File: src/core/ris_pkg.sv
// Purpose: Shared constants and types for the reference input selector
// Assumes: AXI4-Lite register access, 32-bit data, one aligned word per register
// Notes:   Inputs 4 and 5 are the internal loopbacks

package ris_pkg;

   // ----------------------------------------------------------------
   // Sizes
   // ----------------------------------------------------------------
   localparam int unsigned NUM_IN  = 6;
   localparam int unsigned PRIO_W  = 3;
   localparam int unsigned VTIM_W  = 16;
   localparam int unsigned ADDR_W  = 8;

   // ----------------------------------------------------------------
   // Register offsets
   // ----------------------------------------------------------------
   localparam logic [7:0] CTRL_OFS  = 8'h00;
   localparam logic [7:0] PRIO1_OFS = 8'h04;
   localparam logic [7:0] PRIO2_OFS = 8'h08;
   localparam logic [7:0] MON_OFS   = 8'h0C;
   localparam logic [7:0] VTIM_OFS  = 8'h10;
   localparam logic [7:0] STAT_OFS  = 8'h14;

   // ----------------------------------------------------------------
   // Reset values
   // ----------------------------------------------------------------
   localparam logic [31:0] CTRL_RST  = 32'h0000_0000;
   localparam logic [31:0] PRIO_RST  = 32'h0000_0000;
   localparam logic [31:0] MON_RST   = 32'h0000_0000;
   localparam logic [31:0] VTIM_RST  = 32'h0000_0000;

   // ----------------------------------------------------------------
   // Field positions
   // ----------------------------------------------------------------
   localparam int unsigned CH_STRIDE  = 8;
   localparam int unsigned F_MODE     = 0;
   localparam int unsigned F_MANSRC   = 2;
   localparam int unsigned F_MANREG   = 3;
   localparam int unsigned F_HITLESS  = 6;
   localparam int unsigned M_XOTHR    = 0;
   localparam int unsigned M_XOFBYP   = 2;
   localparam int unsigned M_XOBYP    = 3;
   localparam int unsigned M_TCEDGE   = 4;
   localparam int unsigned M_TCFBYP   = 6;
   localparam int unsigned M_TCBYP    = 7;
   localparam int unsigned ST_STRIDE  = 8;
   localparam int unsigned ST_VALID   = 16;
   localparam int unsigned ST_XO      = 24;
   localparam int unsigned ST_TC      = 28;

   // ----------------------------------------------------------------
   // Encodings
   // ----------------------------------------------------------------
   localparam logic [1:0] MODE_AUTO_REV  = 2'h0;
   localparam logic [1:0] MODE_AUTO_NREV = 2'h1;
   localparam logic [1:0] MODE_MAN_FB    = 2'h2;
   localparam logic [1:0] MODE_MAN_HO    = 2'h3;
   localparam logic [1:0] XOTHR_400      = 2'h0;
   localparam logic [1:0] XOTHR_600      = 2'h1;
   localparam logic [1:0] EDGE_RISE      = 2'h1;
   localparam logic [1:0] EDGE_FALL      = 2'h2;
   localparam logic [1:0] EDGE_BOTH      = 2'h3;
   localparam logic [5:0] CH1_MASK       = 6'h2F;
   localparam logic [5:0] CH2_MASK       = 6'h1F;
   localparam logic [1:0] RESP_OKAY      = 2'h0;
   localparam logic [1:0] RESP_SLVERR    = 2'h2;

   // ----------------------------------------------------------------
   // Types
   // ----------------------------------------------------------------
   typedef enum logic [2:0] {
      RIS_LOCKED   = 3'b001,
      RIS_HOLDOVER = 3'b010,
      RIS_FREERUN  = 3'b100
   } ris_chmode_t;

   typedef struct packed {
      logic [2:0]  sel;
      ris_chmode_t mode;
      logic        switched;
      logic        hitlessStep;
   } ris_chstat_t;

   typedef struct packed {
      logic       found;
      logic [2:0] idx;
   } ris_pick_t;

   typedef struct packed {
      logic [31:0]                          ctrl;
      logic [31:0]                          prio1;
      logic [31:0]                          prio2;
      logic [31:0]                          mon;
      logic [31:0]                          vtim;
      logic                                 awready;
      logic                                 wready;
      logic                                 awHeld;
      logic [ADDR_W-1:0]                    awAddr;
      logic                                 wHeld;
      logic [31:0]                          wData;
      logic [3:0]                           wStrb;
      logic                                 bvalid;
      logic [1:0]                           bresp;
      logic                                 arready;
      logic                                 rvalid;
      logic [31:0]                          rdata;
      logic [1:0]                           rresp;
      logic [NUM_IN-1:0][VTIM_W-1:0]        cnt;
      logic [NUM_IN-1:0]                    valid;
      logic                                 xoAmpFlag;
      logic                                 xoFreqFlag;
      logic                                 xoLos;
      logic                                 xoValid;
      logic                                 tcAmpFlag;
      logic                                 tcFreqFlag;
      logic                                 tcLos;
      logic                                 tcValid;
      ris_chstat_t [1:0]                    ch;
   } ris_state_t;

endpackage : ris_pkg

File: src/core/ris_reference_input_selector.sv
// Purpose: Reference input selection for two channels, XO and TCXO qualification
// Assumes: Analog detector results arrive as synchronous level inputs
// Notes:   Index 0 of channel arrays is channel 1

`timescale 1ns/1ns

module ris_reference_input_selector (
   input  wire logic                          ref_clk,
   input  wire logic                          rst_n,
   input  wire logic [ris_pkg::ADDR_W-1:0]    s_axi_awaddr,
   input  wire logic                          s_axi_awvalid,
   output logic                               s_axi_awready,
   input  wire logic [31:0]                   s_axi_wdata,
   input  wire logic [3:0]                    s_axi_wstrb,
   input  wire logic                          s_axi_wvalid,
   output logic                               s_axi_wready,
   output logic [1:0]                         s_axi_bresp,
   output logic                               s_axi_bvalid,
   input  wire logic                          s_axi_bready,
   input  wire logic [ris_pkg::ADDR_W-1:0]    s_axi_araddr,
   input  wire logic                          s_axi_arvalid,
   output logic                               s_axi_arready,
   output logic [31:0]                        s_axi_rdata,
   output logic [1:0]                         s_axi_rresp,
   output logic                               s_axi_rvalid,
   input  wire logic                          s_axi_rready,
   input  wire logic [ris_pkg::NUM_IN-1:0]    refMonFlag,
   input  wire logic [1:0][1:0]               inputChoicePins,
   input  wire logic [1:0]                    historyValid,
   input  wire logic [2:0]                    xoSwingAbove,
   input  wire logic                          xoFreqInWindow,
   input  wire logic                          tcxoRiseFast,
   input  wire logic                          tcxoFallFast,
   input  wire logic                          tcxoFreqInWindow,
   output ris_pkg::ris_chstat_t               ch1Status,
   output ris_pkg::ris_chstat_t               ch2Status,
   output logic                               xoSignalLossFlag,
   output logic                               tcxoSignalLossFlag,
   output logic                               xoValid,
   output logic                               tcxoValid
);

   // ----------------------------------------------------------------
   // Functions
   // ----------------------------------------------------------------
   function automatic logic [31:0] wmerge(input logic [31:0] old, input logic [31:0] nw,
                                          input logic [3:0] strb);
      logic [31:0] r;
      r = old;
      for (int b = 0; b < 4; b++) begin
         if (strb[b]) begin
            r[b*8 +: 8] = nw[b*8 +: 8];
         end
      end
      return r;
   endfunction : wmerge

   function automatic logic inOk(input logic [5:0] vec, input logic [2:0] idx);
      logic r;
      r = 1'b0;
      for (int i = 0; i < 6; i++) begin
         if (idx == 3'(i)) begin
            r = vec[i];
         end
      end
      return r;
   endfunction : inOk

   function automatic logic [2:0] prioOf(input logic [17:0] prio, input logic [2:0] idx);
      logic [2:0] r;
      r = 3'h0;
      for (int i = 0; i < 6; i++) begin
         if (idx == 3'(i)) begin
            r = prio[i*3 +: 3];
         end
      end
      return r;
   endfunction : prioOf

   function automatic ris_pkg::ris_pick_t bestValid(input logic [5:0] ok,
                                                    input logic [17:0] prio);
      ris_pkg::ris_pick_t r;
      r = '0;
      // Later hits overwrite: best priority, then lowest index, wins
      for (int p = 6; p >= 1; p--) begin
         for (int i = 5; i >= 0; i--) begin
            if (ok[i] && prio[i*3 +: 3] == 3'(p)) begin
               r.found = 1'b1;
               r.idx   = 3'(i);
            end
         end
      end
      return r;
   endfunction : bestValid

   // ----------------------------------------------------------------
   // State
   // ----------------------------------------------------------------
   ris_pkg::ris_state_t s_q;
   ris_pkg::ris_state_t s_d;
   ris_pkg::ris_pick_t  best [2];
   logic [5:0]          chMask [2];
   logic [17:0]         chPrio [2];
   logic [2:0]          manIdx [2];
   logic [1:0]          chMode [2];

   assign chMask[0] = ris_pkg::CH1_MASK;
   assign chMask[1] = ris_pkg::CH2_MASK;
   assign chPrio[0] = s_q.prio1[17:0];
   assign chPrio[1] = s_q.prio2[17:0];

   for (genvar c = 0; c < 2; c++) begin : g_ch
      localparam int unsigned B = c * ris_pkg::CH_STRIDE;
      assign chMode[c] = s_q.ctrl[B+ris_pkg::F_MODE +: 2];
      // Pins when source bit set, else register code
      assign manIdx[c] = s_q.ctrl[B+ris_pkg::F_MANSRC] ? {1'b0, inputChoicePins[c]}
                                                       : s_q.ctrl[B+ris_pkg::F_MANREG +: 3];
      assign best[c] = bestValid(s_q.valid & chMask[c], chPrio[c]);
   end

   // ----------------------------------------------------------------
   // Next state
   // ----------------------------------------------------------------
   always_comb begin
      logic       manOk;
      logic       curOk;
      logic       tgtFound;
      logic [2:0] tgt;
      manOk    = 1'b0;
      curOk    = 1'b0;
      tgtFound = 1'b0;
      tgt      = 3'h0;
      s_d      = s_q;

      // Write channel
      if (s_q.bvalid && s_axi_bready) begin
         s_d.bvalid = 1'b0;
      end
      if (s_q.awready && s_axi_awvalid) begin
         s_d.awHeld = 1'b1;
         s_d.awAddr = s_axi_awaddr;
      end
      if (s_q.wready && s_axi_wvalid) begin
         s_d.wHeld = 1'b1;
         s_d.wData = s_axi_wdata;
         s_d.wStrb = s_axi_wstrb;
      end
      if (s_q.awHeld && s_q.wHeld && !s_q.bvalid) begin
         s_d.awHeld = 1'b0;
         s_d.wHeld  = 1'b0;
         s_d.bvalid = 1'b1;
         s_d.bresp  = ris_pkg::RESP_OKAY;
         case (s_q.awAddr)
            ris_pkg::CTRL_OFS:  s_d.ctrl  = wmerge(s_q.ctrl,  s_q.wData, s_q.wStrb);
            ris_pkg::PRIO1_OFS: s_d.prio1 = wmerge(s_q.prio1, s_q.wData, s_q.wStrb);
            ris_pkg::PRIO2_OFS: s_d.prio2 = wmerge(s_q.prio2, s_q.wData, s_q.wStrb);
            ris_pkg::MON_OFS:   s_d.mon   = wmerge(s_q.mon,   s_q.wData, s_q.wStrb);
            ris_pkg::VTIM_OFS:  s_d.vtim  = wmerge(s_q.vtim,  s_q.wData, s_q.wStrb);
            default:            s_d.bresp = ris_pkg::RESP_SLVERR;
         endcase
      end
      s_d.ctrl[31:15]  = '0;
      s_d.ctrl[7]      = 1'b0;
      s_d.prio1[31:18] = '0;
      s_d.prio2[31:18] = '0;
      s_d.mon[31:8]    = '0;
      s_d.vtim[31:16]  = '0;
      s_d.awready      = !s_d.awHeld;
      s_d.wready       = !s_d.wHeld;

      // Read channel
      if (s_q.rvalid && s_axi_rready) begin
         s_d.rvalid = 1'b0;
      end
      if (s_q.arready && s_axi_arvalid) begin
         s_d.rvalid = 1'b1;
         s_d.rresp  = ris_pkg::RESP_OKAY;
         case (s_axi_araddr)
            ris_pkg::CTRL_OFS:  s_d.rdata = s_q.ctrl;
            ris_pkg::PRIO1_OFS: s_d.rdata = s_q.prio1;
            ris_pkg::PRIO2_OFS: s_d.rdata = s_q.prio2;
            ris_pkg::MON_OFS:   s_d.rdata = s_q.mon;
            ris_pkg::VTIM_OFS:  s_d.rdata = s_q.vtim;
            ris_pkg::STAT_OFS: begin
               s_d.rdata = '0;
               for (int c = 0; c < 2; c++) begin
                  s_d.rdata[c*ris_pkg::ST_STRIDE +: 6] = {s_q.ch[c].mode, s_q.ch[c].sel};
               end
               s_d.rdata[ris_pkg::ST_VALID +: 6] = s_q.valid;
               s_d.rdata[ris_pkg::ST_XO +: 4] = {s_q.xoValid, s_q.xoLos,
                                                 s_q.xoFreqFlag, s_q.xoAmpFlag};
               s_d.rdata[ris_pkg::ST_TC +: 4] = {s_q.tcValid, s_q.tcLos,
                                                 s_q.tcFreqFlag, s_q.tcAmpFlag};
            end
            default: begin
               s_d.rdata = '0;
               s_d.rresp = ris_pkg::RESP_SLVERR;
            end
         endcase
      end
      s_d.arready = !s_d.rvalid;

      // XO monitors
      case (s_q.mon[ris_pkg::M_XOTHR +: 2])
         ris_pkg::XOTHR_400: s_d.xoAmpFlag = !xoSwingAbove[0];
         ris_pkg::XOTHR_600: s_d.xoAmpFlag = !xoSwingAbove[1];
         default:            s_d.xoAmpFlag = !xoSwingAbove[2];
      endcase
      s_d.xoFreqFlag = !xoFreqInWindow && !s_q.mon[ris_pkg::M_XOFBYP];
      s_d.xoLos      = s_d.xoAmpFlag || s_d.xoFreqFlag;
      s_d.xoValid    = s_q.mon[ris_pkg::M_XOBYP] || !s_d.xoLos;

      // TCXO monitors
      case (s_q.mon[ris_pkg::M_TCEDGE +: 2])
         ris_pkg::EDGE_FALL: s_d.tcAmpFlag = !tcxoFallFast;
         ris_pkg::EDGE_BOTH: s_d.tcAmpFlag = !(tcxoRiseFast && tcxoFallFast);
         default:            s_d.tcAmpFlag = !tcxoRiseFast;
      endcase
      s_d.tcFreqFlag = !tcxoFreqInWindow && !s_q.mon[ris_pkg::M_TCFBYP];
      s_d.tcLos      = s_d.tcAmpFlag || s_d.tcFreqFlag;
      s_d.tcValid    = s_q.mon[ris_pkg::M_TCBYP] || !s_d.tcLos;

      // Validation timers
      for (int i = 0; i < 6; i++) begin
         if (refMonFlag[i]) begin
            s_d.cnt[i]   = '0;
            s_d.valid[i] = 1'b0;
         end else if (s_q.cnt[i] >= s_q.vtim[ris_pkg::VTIM_W-1:0]) begin
            s_d.valid[i] = 1'b1;
         end else begin
            s_d.cnt[i] = s_q.cnt[i] + 16'h0001;
         end
      end

      // Channel selection
      for (int c = 0; c < 2; c++) begin
         manOk    = (manIdx[c] < 3'h6) && inOk(s_q.valid & chMask[c], manIdx[c]);
         curOk    = (s_q.ch[c].mode == ris_pkg::RIS_LOCKED)
                    && inOk(s_q.valid & chMask[c], s_q.ch[c].sel);
         tgtFound = 1'b0;
         tgt      = s_q.ch[c].sel;
         case (chMode[c])
            ris_pkg::MODE_AUTO_REV: begin
               tgtFound = best[c].found;
               tgt      = best[c].idx;
            end
            ris_pkg::MODE_AUTO_NREV: begin
               if (curOk) begin
                  tgtFound = 1'b1;
               end else begin
                  tgtFound = best[c].found;
                  tgt      = best[c].idx;
               end
            end
            ris_pkg::MODE_MAN_FB: begin
               if (manOk) begin
                  tgtFound = 1'b1;
                  tgt      = manIdx[c];
               end else begin
                  tgtFound = best[c].found;
                  tgt      = best[c].idx;
               end
            end
            default: begin
               tgtFound = manOk;
               tgt      = manIdx[c];
            end
         endcase
         s_d.ch[c].switched    = tgtFound && (s_q.ch[c].mode == ris_pkg::RIS_LOCKED)
                                 && (tgt != s_q.ch[c].sel);
         s_d.ch[c].hitlessStep = s_d.ch[c].switched
                                 && s_q.ctrl[c*ris_pkg::CH_STRIDE+ris_pkg::F_HITLESS];
         if (tgtFound) begin
            s_d.ch[c].sel  = tgt;
            s_d.ch[c].mode = ris_pkg::RIS_LOCKED;
         end else if (historyValid[c]) begin
            s_d.ch[c].mode = ris_pkg::RIS_HOLDOVER;
         end else begin
            s_d.ch[c].mode = ris_pkg::RIS_FREERUN;
         end
      end
   end

   // ----------------------------------------------------------------
   // Registers
   // ----------------------------------------------------------------
   always_ff @(posedge ref_clk or negedge rst_n) begin
      if (!rst_n) begin
         s_q            <= '0;
         s_q.ctrl       <= ris_pkg::CTRL_RST;
         s_q.prio1      <= ris_pkg::PRIO_RST;
         s_q.prio2      <= ris_pkg::PRIO_RST;
         s_q.mon        <= ris_pkg::MON_RST;
         s_q.vtim       <= ris_pkg::VTIM_RST;
         s_q.ch[0].mode <= ris_pkg::RIS_FREERUN;
         s_q.ch[1].mode <= ris_pkg::RIS_FREERUN;
      end else begin
         s_q <= s_d;
      end
   end

   // ----------------------------------------------------------------
   // Outputs
   // ----------------------------------------------------------------
   assign s_axi_awready      = s_q.awready;
   assign s_axi_wready       = s_q.wready;
   assign s_axi_bvalid       = s_q.bvalid;
   assign s_axi_bresp        = s_q.bresp;
   assign s_axi_arready      = s_q.arready;
   assign s_axi_rvalid       = s_q.rvalid;
   assign s_axi_rdata        = s_q.rdata;
   assign s_axi_rresp        = s_q.rresp;
   assign ch1Status          = s_q.ch[0];
   assign ch2Status          = s_q.ch[1];
   assign xoSignalLossFlag   = s_q.xoLos;
   assign tcxoSignalLossFlag = s_q.tcLos;
   assign xoValid            = s_q.xoValid;
   assign tcxoValid          = s_q.tcValid;
endmodule : ris_reference_input_selector

File: config.mk
export PLATFORM = sky130hd
export DESIGN_NAME = ris_reference_input_selector
export DESIGN_NICKNAME = d
export VERILOG_FILES = /design/src/core/ris_pkg.sv /design/src/core/ris_reference_input_selector.sv
export SDC_FILE = /design/constraint.sdc
export NUM_CORES = 1
export LEC_CHECK = 0
export BUFFER_PORTS_ARGS = -buffer_cell sky130_fd_sc_hd__buf_2
export CORE_ASPECT_RATIO = 2
export CORE_UTILIZATION = 35
export CTS_CLUSTER_DIAMETER = 50
export DETAILED_ROUTE_END_ITERATION = 10
export PLACE_DENSITY = 0.57
export SLEW_MARGIN = 20
export SYNTH_ARGS = -nofsm -noshare
export SYNTH_HDL_FRONTEND = slang
export SYNTH_SLANG_ARGS = --single-unit
File: constraint.sdc
create_clock -name ref_clk -period 3.9 [get_ports ref_clk]
set_input_delay 0.585 -clock ref_clk [delete_from_list [all_inputs] [get_ports ref_clk]]
set_output_delay 0.585 -clock ref_clk [all_outputs]
set_load 0.01 [all_outputs]
==> results.json, run 1 <==
{
  "place_area_um2": 17500,
  "postSynth.asyncResetShare_pct": 100,
  "reg2regPathDepth": 9,
  "cts-root-buf": "clkbuf_16",
  "grt_max_degree": 84,
  "die_area_um2": 47900,
  "tightest_slew_ns": 0.996,
  "clkPwrFrac_pct": 28.2,
  "ys_seq_elements": 268,
  "crit_chain": "mux2i_1, mux4_2, o31a_1, a221o_1, o2111ai_1, o22ai_1, nor4b_1, buf_4, nor3b_1",
  "syn_inst": 1684,
  "worstSetupEndpointType": "flop",
  "ir_worst_vdd_uv": 342,
  "reg2reg_slack_ns": 0.40,
  "fill_cells": 4697,
  "synth_area_leader_cell": "dfrtp_1",
  "syn2layout_area_growth_pct": 12.1,
  "die_y_um": 308,
  "synth-edff-count": 0,
  "core_area_um2": 46500,
  "grt.overflow.total": 0,
  "grt_antenna_before_repair": 0,
  "drive_above_1_share_pct": 17.6,
  "post-route-drc-count": 0,
  "n_antenna_cell": 0,
  "startpoint_type": "flop",
  "wl_per_cell_um": 21.0,
  "cts_setup_buffers": 0,
  "crit_path_max_incr_delay_ns": 0.58,
  "synth_top_cell_area_share_pct": 40.5,
  "synth_area_per_cell_um2": 9.75,
  "power.internal_mw": 6.02,
  "layout.nets": 1944,
  "slew_headroom_pct": 33.3,
  "status": "completed",
  "numCtsBuffers": 27,
  "wl_um": 50400,
  "power_switching_mw": 3.73,
  "wl_met3_um": 1410,
  "regArea_um2": 6710,
  "ys_seq_area_share_pct": 40.8,
  "clk_pin_slew_ns": 0.07,
  "max_freq_ghz": 0.286,
  "setup_slack_ns": 0.398,
  "maxSlewViolCount": 0,
  "synth_area_leaders": "dfrtp_1 (41%), ha_1 (8.4%), mux2_2 (5.8%)",
  "setup_violations": 0,
  "start_util_pct": 35.3,
  "met2_length_um": 28000,
  "cts_htree_levels": 1,
  "critical_path.slowest_cell": "nor4b_1",
  "ant_nets": 0,
  "pre_cts_slack_ns": 0.300,
  "hold_viol_final": 0,
  "switching_share_pct": 38.2,
  "yosysWarnings": 0,
  "final_cell_area_um2": 18400,
  "worstSetupPathType": "flop to flop",
  "fin_cells": 2402,
  "power.total_mw": 9.75,
  "fin_crit_sh_pct": 89.8,
  "cts.path.max_buffers": 3,
  "rr_endpoint": "ch2Status[0]",
  "required_ns": 4.35,
  "place.gp.congestion": 0.938,
  "first_iter_violations": 663,
  "setup-tns-final_ns": 0,
  "multi_input_area_um2": 8800,
  "path_max_fanout": 8,
  "place_hpwl_um": 38800,
  "fp.dieW_um": 155,
  "arrival_ns": 3.95,
  "viasPerCell": 5.52,
  "syn_area_um2": 16400,
  "crit_buf_inv": 1,
  "rows": 112,
  "comb_power_share_pct": 32.5,
  "skew_ns": 0.0221,
  "hp-class": "input port to async pin",
  "ys.flop_type": "dfrtp_1",
  "cts_sinks": 268,
  "worstReg2RegStart": "s_q[351]",
  "rsz0062_at_grt": "no",
  "p_seq_share_pct": 39.3,
  "portBuffers": 119,
  "final_common_cell": "dfrtp_1",
  "grt_pass1_wl_um": 77400,
  "most-common-layout-cells": "dfrtp_1 (266), nand2_1 (139), nor2_1 (127)",
  "cap_violations": 0,
  "netlist-cell-type-count": 86,
  "highest_layer": "met4",
  "io_pins": 139,
  "firstDrtPassIters": 5,
  "tritoncts": "done",
  "cts_resized": 0,
  "hold_buffers": 0,
  "routed-via-count": 13300,
  "p_leak_nw": 8.40,
  "cp_top_family": "compound AO/OA/AOI/OAI gates",
  "powerDensity_nw_per_um2": 529,
  "drt-met1-wl_um": 17700,
  "dpl.cell_count": 2354,
  "grt_usage_pct": 21.2,
  "clk_latency_ns": 0.57,
  "period_needed_ns": 3.50,
  "grt_pass1_vias": 13600
}
==> cells in the mapped netlist, types with 9 or more instances <==
cell type and instances:
o21a_1 10, o31ai_1 17, nand2_1 139, ha_1 110
a221oi_1 10, nor2b_1 29, nor3_1 24, nor2_1 127
mux2i_1 25, and2_1 14, nand4_1 27, a31oi_1 11
dfrtp_1 266, a21oi_1 61, inv_1 67, or4_1 12
nor3b_1 9, mux2_2 84, a211oi_1 12, nor4bb_1 9
a21o_1 38, nor4_1 12, o21ai_0 92, nand3b_1 10
xor2_1 34, o21ai_1 18, xnor2_1 21, buf_4 52
a222oi_1 10, mux2_1 16, buf_1 10, and3_1 26
clkbuf_1 53, nand3_1 45, or3_1 13, a22o_1 14
nand2b_1 17, nand4b_1 14
==> cell type report <==
cell class	count	area share, %
Multi-Input combinational cell	1229	47.8
Sequential cell	268	36.4
Timing Repair Buffer	162	5.18
Tap cell	627	4.26
Clock buffer	36	4.07
Inverter	68	1.39
Clock inverter	12	0.876
==> logic make-up (layout without fill, tap and decap cells) <==
| family | Yosys count | count (layout) | synth area share [%] |
|---|---|---|---|
| AND/OR/NAND/NOR | 562 | 562 | 18.1 |
| AO/OA/AOI/OAI | 369 | 369 | 15.1 |
| flip-flops | 268 | 268 | 40.8 |
| buffers and inverters | 190 | 278 | 5.70 |
| multiplexers | 129 | 129 | 8.93 |
| adder cells (fa/ha/maj) | 110 | 110 | 8.38 |
| XOR/XNOR | 55 | 55 | 2.93 |
| other | 1 | 4 | 0.0228 |
==> how the worst max path moves through the flow <==
| stage | start | end | slack [ns] | cells after the start |
|---|---|---|---|---|
| CTS | s_q[351] | ch2Status[0] | 0.41 | 9 |
| finish | s_q[351] | ch2Status[0] | 0.40 | 9 |
| global placement | inputChoicePins[3] | ch2Status[0] | 0.30 | 10 |
| global route | s_q[351] | ch2Status[0] | 0.24 | 9 |
| detailed placement | inputChoicePins[3] | ch2Status[1] | 0.30 | 10 |
| floorplan | s_q[213] | s_q[96] | 1.08 | 11 |
==> metal layers <==
layer  vias to the layer above  global-route usage, %
met4                         0                   13.5
met3                       153                   1.85
li1                       6248                      -
met1                      6534                   20.7
met5                         -                      0
met2                       335                   41.9
==> power by group through the flow <==
stage | clock network (mW) | logic [mW] | registers (mW)
final | 2.75 | 3.17 | 3.84
after floorplan | 0 | 2.30 | 3.51
after global placement | 0 | 3.09 | 3.87
after CTS | 2.83 | 3.16 | 3.82
after detailed placement | 0 | 3.15 | 3.88
after global routing | 2.90 | 3.44 | 3.89
==> through the flow <==
step / hold slack, ns / utilization, %
3_3_place_gp: 0.448 / 37.6
2_1_floorplan: 0.289 / -
5_1_grt: 0.0658 / 39.6
4_1_cts: 0.0415 / 39.6
3_5_place_dp: 0.453 / 37.6
6_report: 0.0161 / 39.6
==> state kept, by name, indices dropped and copies added, names as in the netlist, 4 cells and up <==
| register | cells |
|---|---|
| s_q | 171 |
| chMode | 4 |
| s_axi_rdata | 30 |
| chPrio | 36 |
| ch1Status | 8 |
| ch2Status | 8 |
Power figures use the tool's default switching activity.
==> inputs of run 2 (changes only) <==
Settings changed: CTS_BUF_LIST from default to sky130_fd_sc_hd__clkbuf_16.
==> results.json, run 2 (synthesized netlist as in run 1, its figures left out) <==
{
  "status": "completed",
  "grt_usage_pct": 21.2,
  "hold_viol_final": 0,
  "period_needed_ns": 3.46,
  "portBuffers": 119,
  "worstSetupPathType": "flop to flop",
  "viasPerCell": 5.52,
  "cap_violations": 0,
  "final_common_cell": "dfrtp_1",
  "wl_per_cell_um": 21.0,
  "place.gp.congestion": 0.938,
  "arrival_ns": 3.91,
  "rows": 112,
  "first_iter_violations": 671,
  "tightest_slew_ns": 1.00,
  "n_antenna_cell": 0,
  "grt.overflow.total": 0,
  "start_util_pct": 35.3,
  "reg2reg_slack_ns": 0.44,
  "cts_sinks": 268,
  "skew_ns": 0.0228,
  "clk_latency_ns": 0.57,
  "place_area_um2": 17500,
  "slew_headroom_pct": 33.1,
  "hold_buffers": 0,
  "routed-via-count": 13300,
  "hp-class": "input port to async pin",
  "numCtsBuffers": 27,
  "cts_resized": 0,
  "dpl.cell_count": 2354,
  "multi_input_area_um2": 8800,
  "cts_htree_levels": 1,
  "firstDrtPassIters": 5,
  "hold_slack_ns": 0.0148,
  "ant_nets": 0,
  "fill_cells": 4702,
  "required_ns": 4.35,
  "io_pins": 139,
  "grt_pass1_vias": 13600,
  "grt_pass1_wl_um": 77500,
  "die_y_um": 308,
  "setup_violations": 0,
  "syn2layout_area_growth_pct": 11.9,
  "startpoint_type": "flop",
  "regArea_um2": 6710,
  "powerDensity_nw_per_um2": 525,
  "place_hpwl_um": 38800,
  "largest_reg_flops": 171,
  "grt_antenna_before_repair": 0,
  "pre_cts_slack_ns": 0.300,
  "grt_max_degree": 84,
  "fp.dieW_um": 155,
  "max_freq_ghz": 0.289,
  "cts.path.max_buffers": 3,
  "layout.nets": 1944,
  "top_register": "s_q",
  "die_area_um2": 47900,
  "ir_worst_vdd_uv": 342,
  "clk_pin_slew_ns": 0.07,
  "final_cell_area_um2": 18400,
  "drive_above_1_share_pct": 17.4,
  "setup_slack_ns": 0.436,
  "rsz0062_at_grt": "no",
  "cts_setup_buffers": 0,
  "setup-tns-final_ns": 0,
  "cts-root-buf": "clkbuf_16",
  "post-route-drc-count": 0,
  "most-common-layout-cells": "dfrtp_1 (266), nand2_1 (139), nor2_1 (127)",
  "fin_cells": 2402,
  "fin_crit_sh_pct": 88.8,
  "maxSlewViolCount": 0,
  "tritoncts": "done",
  "p_leak_nw": 8.39,
  "worstSetupEndpointType": "flop",
  "path_max_fanout": 8,
  "core_area_um2": 46500,
  "wl_um": 50400
}
[run 2: cell count changes in the layout (fill, tap and decap cells not counted)]
| cell | change |
|---|---|
| clkbuf_1 | -5 |
| clkbuf_8 | -4 |
| clkinv_1 | +4 |
| inv_1 | +5 |
[run 2: power breakdown]
part	switching (mW)	internal [mW]
Clock	1.19	1.47
Sequential	0.651	3.18
Combinational	1.89	1.28
[run 2: area by class of cell]
cell class	count	share of cell area, %
flip-flops and latches	268	36.5
repair buffers	162	5.19
inverters	68	1.39
multi-input cells	1229	47.9
clock buffers	27	3.68
clock inverters	21	1.06
well taps	627	4.27
[run 2: routing by layer]
layer	share of wire, %	vias to the layer above	track usage, %	routed length [um]
met5	0	-	0	0
met4	6.7	0	13.6	3390
met3	3.1	159	1.85	1540
met2	55	344	41.8	27800
met1	35	6521	20.8	17600
li1	-	6240	-	-
[run 2: path summary, 6_finish.rpt]
path                            startpoint               to  cells after the start
max in group asynchronous            rst_n         s_q[121]                      3
setup / recovery                  s_q[351]     ch2Status[0]                      9
hold reg to reg                    s_q[22]  s_axi_rdata[25]                      1
min in group ref_clk       historyValid[0]     ch1Status[4]                      2
hold / removal                       rst_n     ch2Status[1]                      1
setup reg to reg                  s_q[351]     ch2Status[0]                      9
[run 2: through the flow]
stage,utilization (%),total power [mW]
2_1_floorplan,-,5.80
3_3_place_gp,37.6,6.96
3_5_place_dp,37.6,7.03
4_1_cts,39.5,9.72
5_1_grt,39.5,10.1
6_report,39.5,9.65
[run 2: critical path: stages (launching register included)]
cell	delay, ns
dfrtp_1	0.54
mux2i_1	0.52
mux4_2	0.42
o31a_1	0.28
a221o_1	0.46
o2111ai_1	0.18
o22ai_1	0.13
nor4b_1	0.56
buf_4	0.21
nor3b_1	0.04
